===== config.mk =====
export PLATFORM = sky130hd
export DESIGN_NAME = dbl_unit
export DESIGN_NICKNAME = d
export VERILOG_FILES = /design/src/logic/dbl_pkg.sv /design/src/logic/dbl_divider.sv /design/src/logic/dbl_unit.sv
export SDC_FILE = /design/constraint.sdc
export NUM_CORES = 1
export LEC_CHECK = 0
export ABC_AREA = 1
export CAP_MARGIN = 20
export CELL_PAD_IN_SITES_DETAIL_PLACEMENT = 2
export CELL_PAD_IN_SITES_GLOBAL_PLACEMENT = 2
export CORE_MARGIN = 5
export CORE_UTILIZATION = 28
export DETAILED_ROUTE_END_ITERATION = 8
export DONT_BUFFER_PORTS = 1
export GPL_TIMING_DRIVEN = 0
export PLACE_DENSITY = 0.74
export SLEW_MARGIN = 10
export SYNTH_ARGS = -nofsm -noshare
export SYNTH_HDL_FRONTEND = slang
export SYNTH_SLANG_ARGS = --single-unit

===== constraint.sdc =====
create_clock -name clock -period 3.3 [get_ports clock]
set_input_delay 0 -clock clock [delete_from_list [all_inputs] [get_ports clock]]
set_output_delay 0 -clock clock [all_outputs]
set_load 0.01 [all_outputs]

===== src/logic/dbl_pkg.sv =====
// shared constants and types of the divide and bitwise logic unit
package dbl_pkg;

  localparam int DATA_W  = 16;
  localparam int TEMP_W  = 32;
  localparam int SCALE_W = 5;
  localparam int CNT_W   = 6;

  // execution times in clock cycles, from request edge to done pulse
  localparam logic [CNT_W-1:0] LAT_DIV_SIGNED   = 6'h27;
  localparam logic [CNT_W-1:0] LAT_DIV_UNSIGNED = 6'h26;
  localparam logic [CNT_W-1:0] LAT_NOT          = 6'h05;
  localparam logic [CNT_W-1:0] LAT_NEG          = 6'h05;
  localparam logic [CNT_W-1:0] LAT_LOGIC        = 6'h0A;

  // restoring divider steps, one quotient bit per cycle
  localparam logic [CNT_W-1:0] DIV_STEPS = 6'h20;

  // saturation values and limits
  localparam logic [DATA_W-1:0] SAT_UNSIGNED_MAX = 16'hFFFF;
  localparam logic [DATA_W-1:0] SAT_SIGNED_MAX   = 16'h7FFF;
  localparam logic [DATA_W-1:0] SAT_SIGNED_MIN   = 16'h8000;
  localparam logic [DATA_W-1:0] ZERO_WORD        = 16'h0000;
  localparam logic [TEMP_W-1:0] LIM_UNSIGNED     = 32'h0000_FFFF;
  localparam logic [TEMP_W-1:0] LIM_SIGNED_POS   = 32'h0000_7FFF;
  localparam logic [TEMP_W-1:0] LIM_SIGNED_NEG   = 32'h0000_8000;

  typedef enum logic [2:0] {
    OP_NOT = 3'h0,
    OP_NEG = 3'h1,
    OP_AND = 3'h2,
    OP_OR  = 3'h3,
    OP_XOR = 3'h4,
    OP_DIV = 3'h5
  } dbl_op_t;

  typedef enum logic [0:0] {
    ST_IDLE = 1'h0,
    ST_RUN  = 1'h1
  } dbl_state_t;

endpackage : dbl_pkg


===== src/logic/dbl_divider.sv =====
// unsigned restoring divider, one quotient bit per clock
`timescale 1ns/1ps
module dbl_divider
  import dbl_pkg::*;
#(
  parameter int NUM_W = 32,
  parameter int DEN_W = 16
) (
  input  wire logic             clock,     // unit clock
  input  wire logic             rst,       // synchronous reset, active high
  input  wire logic             start,     // one-cycle load pulse
  input  wire logic [NUM_W-1:0] numerator, // dividend magnitude
  input  wire logic [DEN_W-1:0] denominator, // divisor magnitude
  output logic      [NUM_W-1:0] quotient,  // quotient magnitude
  output logic                  running    // high while stepping
);

  typedef struct packed {
    dbl_state_t       state;
    logic [CNT_W-1:0] cnt;
    logic [DEN_W-1:0] rem;
    logic [NUM_W-1:0] quo;
    logic [DEN_W-1:0] dvs;
  } dbl_div_state_t;

  localparam dbl_div_state_t DIV_RESET = '{ST_IDLE, '0, '0, '0, '0};

  dbl_div_state_t q;
  dbl_div_state_t d;
  logic [DEN_W:0] trial;

  ////////////////////////////////////////////////////////////////////////
  always_comb begin
    d     = q;
    trial = {q.rem, q.quo[NUM_W-1]};
    case (q.state)
      ST_IDLE: begin
        if (start) begin
          d.state = ST_RUN;
          d.cnt   = DIV_STEPS;
          d.rem   = '0;
          d.quo   = numerator;
          d.dvs   = denominator;
        end
      end
      ST_RUN: begin
        if (trial >= {1'b0, q.dvs}) begin
          d.rem = DEN_W'(trial - {1'b0, q.dvs});
          d.quo = {q.quo[NUM_W-2:0], 1'b1};
        end else begin
          d.rem = trial[DEN_W-1:0];
          d.quo = {q.quo[NUM_W-2:0], 1'b0};
        end
        d.cnt = q.cnt - 6'h01;
        if (q.cnt == 6'h01) begin
          d.state = ST_IDLE;
        end
      end
      default: d = DIV_RESET;
    endcase
  end

  always_ff @(posedge clock) begin
    if (rst) begin
      q <= DIV_RESET;
    end else begin
      q <= d;
    end
  end

  assign quotient = q.quo;
  assign running  = (q.state == ST_RUN);

endmodule : dbl_divider


===== src/logic/dbl_unit.sv =====
// divide and bitwise logic unit: saturating divider, not, negate, and, or, xor
// Overview of operation
// - a signed quotient beyond the 32-bit signed range keeps its low bits, overflow clear.
// - inversion returns the bitwise complement of the first operand.
// - negation returns the two's complement of the first operand.
// - the and function sets a result bit only where both operand bits are one.
// - the or function sets a result bit where either operand bit is one.
// - the exclusive-or function sets a result bit where the operand bits differ.
`timescale 1ns/1ps
module dbl_unit
  import dbl_pkg::*;
(
  input  wire logic               clock,         // 10 MHz unit clock
  input  wire logic               rst,           // synchronous reset, active high
  input  wire logic               start,         // request pulse, taken when idle
  input  wire logic [2:0]         opcode,        // function select, dbl_op_t coding
  input  wire logic [DATA_W-1:0]  firstOperand,  // operand of not, negate and logic ops
  input  wire logic [DATA_W-1:0]  secondOperand, // second operand of logic ops
  input  wire logic [DATA_W-1:0]  dividendIn,    // divider dividend
  input  wire logic [DATA_W-1:0]  divisorIn,     // divider divisor
  input  wire logic [SCALE_W-1:0] scale,         // dividend scale exponent
  input  wire logic               signedMode,    // divider mode, 1 signed
  output logic      [DATA_W-1:0]  result,        // result word
  output logic                    overflowFlag,  // divider overflow
  output logic                    done,          // one-cycle completion pulse
  output logic                    busy           // high while executing
);

  typedef struct packed {
    dbl_state_t       state;
    dbl_op_t          op;
    logic [CNT_W-1:0] cnt;
    logic [DATA_W-1:0] opA;
    logic [DATA_W-1:0] opB;
    logic             sgn;
    logic             resNeg;
    logic             zeroDiv;
    logic [DATA_W-1:0] result;
    logic             ovf;
    logic             wrapped;
    logic             done;
    logic             busy;
  } dbl_unit_state_t;

  localparam dbl_unit_state_t UNIT_RESET =
    '{ST_IDLE, OP_NOT, '0, '0, '0, 1'b0, 1'b0, 1'b0, '0, 1'b0, 1'b0, 1'b0, 1'b0};

  dbl_unit_state_t   q;
  dbl_unit_state_t   d;
  dbl_op_t           reqOp;
  logic              opValid;
  logic [TEMP_W-1:0] temp;
  logic              tNeg;
  logic [TEMP_W-1:0] tMag;
  logic              dNeg;
  logic [DATA_W-1:0] dMag;
  logic              divStart;
  logic [TEMP_W-1:0] quot;
  logic              divRunning;

  function automatic logic [CNT_W-1:0] latencyOf(input dbl_op_t op, input logic sgn);
    case (op)
      OP_NOT:  latencyOf = LAT_NOT;
      OP_NEG:  latencyOf = LAT_NEG;
      OP_DIV:  latencyOf = sgn ? LAT_DIV_SIGNED : LAT_DIV_UNSIGNED;
      default: latencyOf = LAT_LOGIC;
    endcase
  endfunction : latencyOf

  ////////////////////////////////////////////////////////////////////////
  // scaled dividend and operand magnitudes
  always_comb begin
    reqOp   = dbl_op_t'(opcode);
    opValid = (opcode <= 3'h5);
    if (signedMode) begin
      temp = {{(TEMP_W-DATA_W){dividendIn[DATA_W-1]}}, dividendIn} << scale;
    end else begin
      temp = {{(TEMP_W-DATA_W){1'b0}}, dividendIn} << scale;
    end
    tNeg = signedMode & temp[TEMP_W-1];
    tMag = tNeg ? (~temp + 32'h0000_0001) : temp;
    dNeg = signedMode & divisorIn[DATA_W-1];
    dMag = dNeg ? (~divisorIn + 16'h0001) : divisorIn;
  end

  dbl_divider #(
    .NUM_W (TEMP_W),
    .DEN_W (DATA_W)
  ) u_divider (
    .clock       (clock),
    .rst         (rst),
    .start       (divStart),
    .numerator   (tMag),
    .denominator (dMag),
    .quotient    (quot),
    .running     (divRunning)
  );

  ////////////////////////////////////////////////////////////////////////
  // sequencing and result selection
  always_comb begin
    d        = q;
    d.done   = 1'b0;
    divStart = 1'b0;
    case (q.state)
      ST_IDLE: begin
        if (start && opValid) begin
          d.state   = ST_RUN;
          d.busy    = 1'b1;
          d.op      = reqOp;
          d.opA     = firstOperand;
          d.opB     = secondOperand;
          d.sgn     = signedMode;
          d.resNeg  = tNeg ^ dNeg;
          d.zeroDiv = (divisorIn == ZERO_WORD);
          d.cnt     = latencyOf(reqOp, signedMode) - 6'h01;
          divStart  = (reqOp == OP_DIV);
        end
      end
      ST_RUN: begin
        if (q.cnt == 6'h00) begin
          d.state   = ST_IDLE;
          d.busy    = 1'b0;
          d.done    = 1'b1;
          d.ovf     = 1'b0;
          d.wrapped = 1'b0;
          case (q.op)
            OP_NOT: d.result = ~q.opA;
            OP_NEG: d.result = ~q.opA + 16'h0001;
            OP_AND: d.result = q.opA & q.opB;
            OP_OR:  d.result = q.opA | q.opB;
            OP_XOR: d.result = q.opA ^ q.opB;
            default: begin
              if (q.zeroDiv) begin
                d.result = ZERO_WORD;
                d.ovf    = 1'b1;
              end else if (!q.sgn) begin
                if (quot > LIM_UNSIGNED) begin
                  d.result = SAT_UNSIGNED_MAX;
                  d.ovf    = 1'b1;
                end else begin
                  d.result = quot[DATA_W-1:0];
                end
              end else if (!q.resNeg) begin
                if (quot[TEMP_W-1]) begin
                  d.result  = quot[DATA_W-1:0];
                  d.wrapped = 1'b1;
                end else if (quot > LIM_SIGNED_POS) begin
                  d.result = SAT_SIGNED_MAX;
                  d.ovf    = 1'b1;
                end else begin
                  d.result = quot[DATA_W-1:0];
                end
              end else if (quot > LIM_SIGNED_NEG) begin
                d.result = SAT_SIGNED_MIN;
                d.ovf    = 1'b1;
              end else begin
                d.result = ~quot[DATA_W-1:0] + 16'h0001;
              end
            end
          endcase
        end else begin
          d.cnt = q.cnt - 6'h01;
        end
      end
      default: d = UNIT_RESET;
    endcase
  end

  always_ff @(posedge clock) begin
    if (rst) begin
      q <= UNIT_RESET;
    end else begin
      q <= d;
    end
  end

  assign result       = q.result;
  assign overflowFlag = q.ovf;
  assign done         = q.done;
  assign busy         = q.busy;

  ////////////////////////////////////////////////////////////////////////
  // checks
  logic takeReq;
  assign takeReq = start && !q.busy;

  a_not_value: assert property (@(posedge clock) disable iff (rst)
    takeReq && opcode == 3'h0 |-> ##6 (done && result == ~$past(firstOperand, 6)))
    else $error("inversion result wrong or late");

  a_neg_value: assert property (@(posedge clock) disable iff (rst)
    takeReq && opcode == 3'h1 |-> ##6 (done && (result + $past(firstOperand, 6)) == 16'h0000))
    else $error("negation result wrong or late");

  a_and_value: assert property (@(posedge clock) disable iff (rst)
    takeReq && opcode == 3'h2 |->
      ##11 (done && result == ($past(firstOperand, 11) & $past(secondOperand, 11))))
    else $error("and result wrong or late");

  a_or_value: assert property (@(posedge clock) disable iff (rst)
    takeReq && opcode == 3'h3 |->
      ##11 (done && result == ($past(firstOperand, 11) | $past(secondOperand, 11))))
    else $error("or result wrong or late");

  a_xor_value: assert property (@(posedge clock) disable iff (rst)
    takeReq && opcode == 3'h4 |->
      ##11 (done && result == ($past(firstOperand, 11) ^ $past(secondOperand, 11))))
    else $error("xor result wrong or late");

  a_div_zero: assert property (@(posedge clock) disable iff (rst)
    takeReq && opcode == 3'h5 && divisorIn == 16'h0000 |->
      ##[39:40] (done && result == 16'h0000 && overflowFlag))
    else $error("zero divisor not flagged");

  a_div_saturate: assert property (@(posedge clock) disable iff (rst)
    done && overflowFlag && !q.sgn && !q.zeroDiv |-> result == 16'hFFFF)
    else $error("unsigned overflow not saturated");

  a_div_settled: assert property (@(posedge clock) disable iff (rst)
    q.state == ST_RUN && q.cnt == 6'h00 && q.op == OP_DIV |-> !divRunning)
    else $error("quotient read before divider finished");

  a_div_signsat: assert property (@(posedge clock) disable iff (rst)
    done && overflowFlag && q.sgn && !q.zeroDiv |->
      result == (q.resNeg ? 16'h8000 : 16'h7FFF))
    else $error("signed overflow not saturated");

  a_div_wrap: assert property (@(posedge clock) disable iff (rst)
    done && q.wrapped |-> !overflowFlag && q.sgn && !q.resNeg)
    else $error("wrapped quotient raised overflow");

endmodule : dbl_unit


==> metrics.md <==
| Metric | Value |
|---|---|
| Vias after detailed routing | `11700` |
| Top area cells in the synthesized netlist | `dfxtp_1 (26%), nand2_1 (13%), nand3_1 (8.2%)` |
| #FFs+latches synth | `135` |
| Pleak | `5.20 nW` |
| Clock Path Buffers | `2` |
| Hold Slack | `0.0271 ns` |
| Hold depth | `5` |
| Layout overhead on the synthesized area | `17.2%` |
| YS warnings | `0` |
| Via count of the first global-routing pass | `13000` |
| FF-to-FF End | `u_divider.q[62]$_SDFFE_PP0P_` |
| First-pass GRT wire length | `72200 um` |
| Most common flop cell mapped by yosys | `dfxtp_1` |
| Slew @ Worst Pin | `0.937 ns` |
| Minimum clock period after layout | `2.96 ns` |
| Synth async-reset ratio | `0` |
| Post-DP HPWL | `34800 um` |
| Part of the power in registers | `0.327` |
| Worst Path Max Fanout | `4` |
| 1st-pass router iterations | `5` |
| Clock share of power | `0.335` |
| Post-route ant nets | `0` |
| Slew Limit Fails | `0` |
| Cells after Synth | `1658` |
| Crit path from | `u_divider.quotient[31]$_SDFFE_PP0P_` |
| Core area | `37400 sq um` |
| Type of the worst min-delay path | `input pin to flip-flop` |
| Unrepaired setup endpoints after global routing | `false` |
| Site Rows | `71` |
| Initial antenna violation count | `0` |
| Setup violations, final | `0` |
| Initial core utilization | `0.281` |
| Register area | `2700 sq um` |
| Area leader, netlist | `dfxtp_1` |
| Antenna fix cells | `0` |
| Sw Pwr | `2.24 mW` |
| Syn Nets | `1791` |
| Max-slew headroom | `0.370` |
| Die height | `204 um` |
| Die ar. | `41600 sq um` |
| Crit. path cell count | `14` |
| TritonCTS clock tree | `built` |
| Fmax | `338 MHz` |
| DRC Markers | `0` |
| # nets final | `1871` |
| GPL Wtd Cong | `0.876` |
| Largest net degree at the start of global routing | `17` |
| Crit path largest cell delay | `0.44 ns` |
| Max Cap Violations | `0` |
| Syn_area_per_cell | `6.35 sq um` |
| TritonCTS Buffers | `17` |
| Number of cells in the design after placement | `2169` |
| DR vias/cell | `5.18` |
| Synth unique cells | `53` |
| PortBufs | `0` |
| Worst EP required | `3.68 ns` |
| First DRT Iteration DRCs | `467` |
| EDFF count, synth | `0` |
| Arrival @ worst endpoint | `3.34 ns` |
| CP bufs+invs | `1` |
| Most frequent CP cell | `nand2_1` |
| Total congestion overflow | `0` |
| CTS root buf | `clkbuf_16` |
| Share of cells above drive strength 1 | `0.0737` |
| Clk sinks | `135` |
| Critical path class | `flip-flop to flip-flop` |
| PD cells | `459 nW/um^2` |
| Critical Path, Cell by Cell | `inv_1 -> ha_1 -> fa_1 -> nor2_1 -> nor2_1 -> o21ai_0 -> a21boi_0 -> o21ai_1 -> nand2_1 -> nand2_1 -> nand2_1 -> nand3_1 -> o211ai_1 -> a21oi_1` |
| Clock insertion delay at the later pin of the skew report | `0.45 ns` |
| Setup crit end kind | `flip-flop` |
| Reg2Reg Depth | `14` |
| Sequential area share after synthesis | `0.257` |
| Synth Cell Area | `10500 sq um` |
| Crit path to | `u_divider.q[62]$_SDFFE_PP0P_` |
| Status | `finished clean` |
| Die W | `204 um` |
| Max VDD drop | `0.376 mV` |
| Worst Setup Start Kind | `flip-flop` |
| Period utilisation layout | `0.898` |
| Setup Skew | `0.0197 ns` |
| Routed len/inst | `20.1 um` |
| Comb pwr share | `0.339` |
| Number of fillers in the final layout | `4589` |
| Fin. Hold Viols | `0` |
| Sw Ratio | `0.396` |
| Post-Layout Cell Count | `2262` |
| All-Layer GR Usage | `0.217` |
| CTS HTree Levels | `4` |
| FF-to-FF Start | `u_divider.quotient[31]$_SDFFE_PP0P_` |
| CP top delay family | `compound AO/OA/AOI/OAI gates` |
| Multi-input gate area | `6630 sq um` |
| Total Neg Setup Slack | `0 ns` |
| Routed WL | `45400 um` |
| Slowest cell on the critical path | `dfxtp_1` |
| Yosys top cell area share | `0.257` |
| Worst-path clk slew | `0.07 ns` |
| Reg-to-reg slack, setup | `0.34 ns` |
| Ports | `95` |
| Internal power | `3.42 mW` |
## repair_timing
item,4_1_cts,5_1_grt
setup buffers,0,0
endpoints found under the hold margin,59,0
endpoints found under the setup margin,0,1
hold buffers,61,0
resized for setup,0,1
## power groups by stage
stage | registers, mW | logic (mW) | clock network (mW)
after global placement | 1.88 | 1.75 | 0
after floorplan | 1.85 | 1.29 | 0
after global routing | 1.86 | 2.15 | 1.98
final | 1.85 | 1.92 | 1.89
after detailed placement | 1.88 | 1.82 | 0
after CTS | 1.85 | 1.92 | 1.93
## tightest hold or removal path, delay by kind of cell
family | cells | cell delay, ns
AO/OA/AOI/OAI | 1 | 0.12
AND/OR/NAND/NOR | 3 | 0.24
XOR/XNOR | 1 | 0.07
## synth_stat cells (8+ instances only)
| library cell | instances |
|---|---|
| buf_2 | 16 |
| nand4_1 | 19 |
| clkbuf_1 | 44 |
| xnor2_1 | 12 |
| nand3_1 | 173 |
| o22ai_1 | 29 |
| a31oi_1 | 24 |
| inv_2 | 8 |
| nand2_2 | 15 |
| nor2_1 | 131 |
| buf_4 | 19 |
| o21ai_1 | 14 |
| inv_1 | 174 |
| nand2_1 | 360 |
| a221oi_1 | 8 |
| xor2_1 | 24 |
| nand3_2 | 16 |
| ha_1 | 56 |
| o21ai_0 | 129 |
| nor3_1 | 22 |
| o211ai_1 | 13 |
| dfxtp_1 | 135 |
| a21oi_1 | 136 |
## flip-flops by register name (all words and copies together), names as in the netlist
signal / cells
u_divider.quotient: 32
busy: 1
done: 1
overflowFlag: 1
q: 45
u_divider.running: 1
result: 16
u_divider.q: 38
## cell type report
cell class              count  area share
inverters                 187      0.0573
flip-flops and latches    135       0.219
repair buffers             61      0.0495
well taps                 511      0.0519
clock buffers              19      0.0351
multi-input cells        1246       0.538
clock inverters            13      0.0100
plain buffers              90      0.0391
## cells in the final DEF, fill, tap and decap left out, types with 5 or more instances in the layout
master         synthesis  layout
nand2_1              360     360
inv_1                174     174
nand3_1              173     173
a21oi_1              136     136
dfxtp_1              135     135
nor2_1               131     131
o21ai_0              129     128
dlygate4sd3_1          0      61
ha_1                  56      56
clkbuf_1              44      46
o22ai_1               29      29
a31oi_1               24      24
xor2_1                24      24
nor3_1                22      22
buf_4                 19      19
nand4_1               19      19
clkbuf_16              0      17
buf_2                 16      16
nand3_2               16      16
nand2_2               15      15
o21ai_1               14      15
o211ai_1              13      13
xnor2_1               12      12
inv_2                  8       8
a221oi_1               8       8
buf_6                  7       7
or2_2                  6       6
o2111ai_1              6       6
nand3b_1               5       5
## per-stage QoR
step                 util  power [mW]  instance area, sq um  setup WS [ns]
floorplan               -        3.14                 10500          0.992
global placement    0.298        3.63                 11200          0.236
detailed placement  0.298        3.71                 11200          0.193
CTS                 0.330        5.70                 12300          0.197
global route        0.330        5.99                 12300         0.0558
finish              0.330        5.66                 12300          0.337
## worst min path at each step
stage / to / start
after floorplan: u_divider.q[15]$_SDFFE_PP0P_ / divisorIn[15]
after global routing: u_divider.q[6]$_SDFFE_PP0P_ / divisorIn[4]
after CTS: u_divider.q[10]$_SDFFE_PP0P_ / divisorIn[8]
after global placement: q[53]$_SDFFE_PP0P_ / firstOperand[14]
final: u_divider.q[9]$_SDFFE_PP0P_ / divisorIn[7]
after detailed placement: u_divider.q[13]$_SDFFE_PP0P_ / divisorIn[13]
## cells by family after synthesis
family | Yosys count | synth area share
DFF | 135 | 0.257
and+or+nand+nor | 764 | 0.323
adders and majority gates | 57 | 0.0685
buffers and inverters | 277 | 0.113
xor gates and xnor gates | 36 | 0.0300
AOI/OAI and AO/OA | 389 | 0.209
## layer usage
| metal | vias to the layer above | GRT usage | share of wire |
|---|---|---|---|
| li1 | 5746 | - | - |
| met1 | 5759 | 0.272 | 0.45 |
| met2 | 174 | 0.388 | 0.49 |
| met4 | 0 | 0.0593 | 0.021 |
| met5 | - | 0 | 0 |
| met3 | 47 | 0.0332 | 0.031 |
No activity file was read; power rests on OpenSTA's default activity.
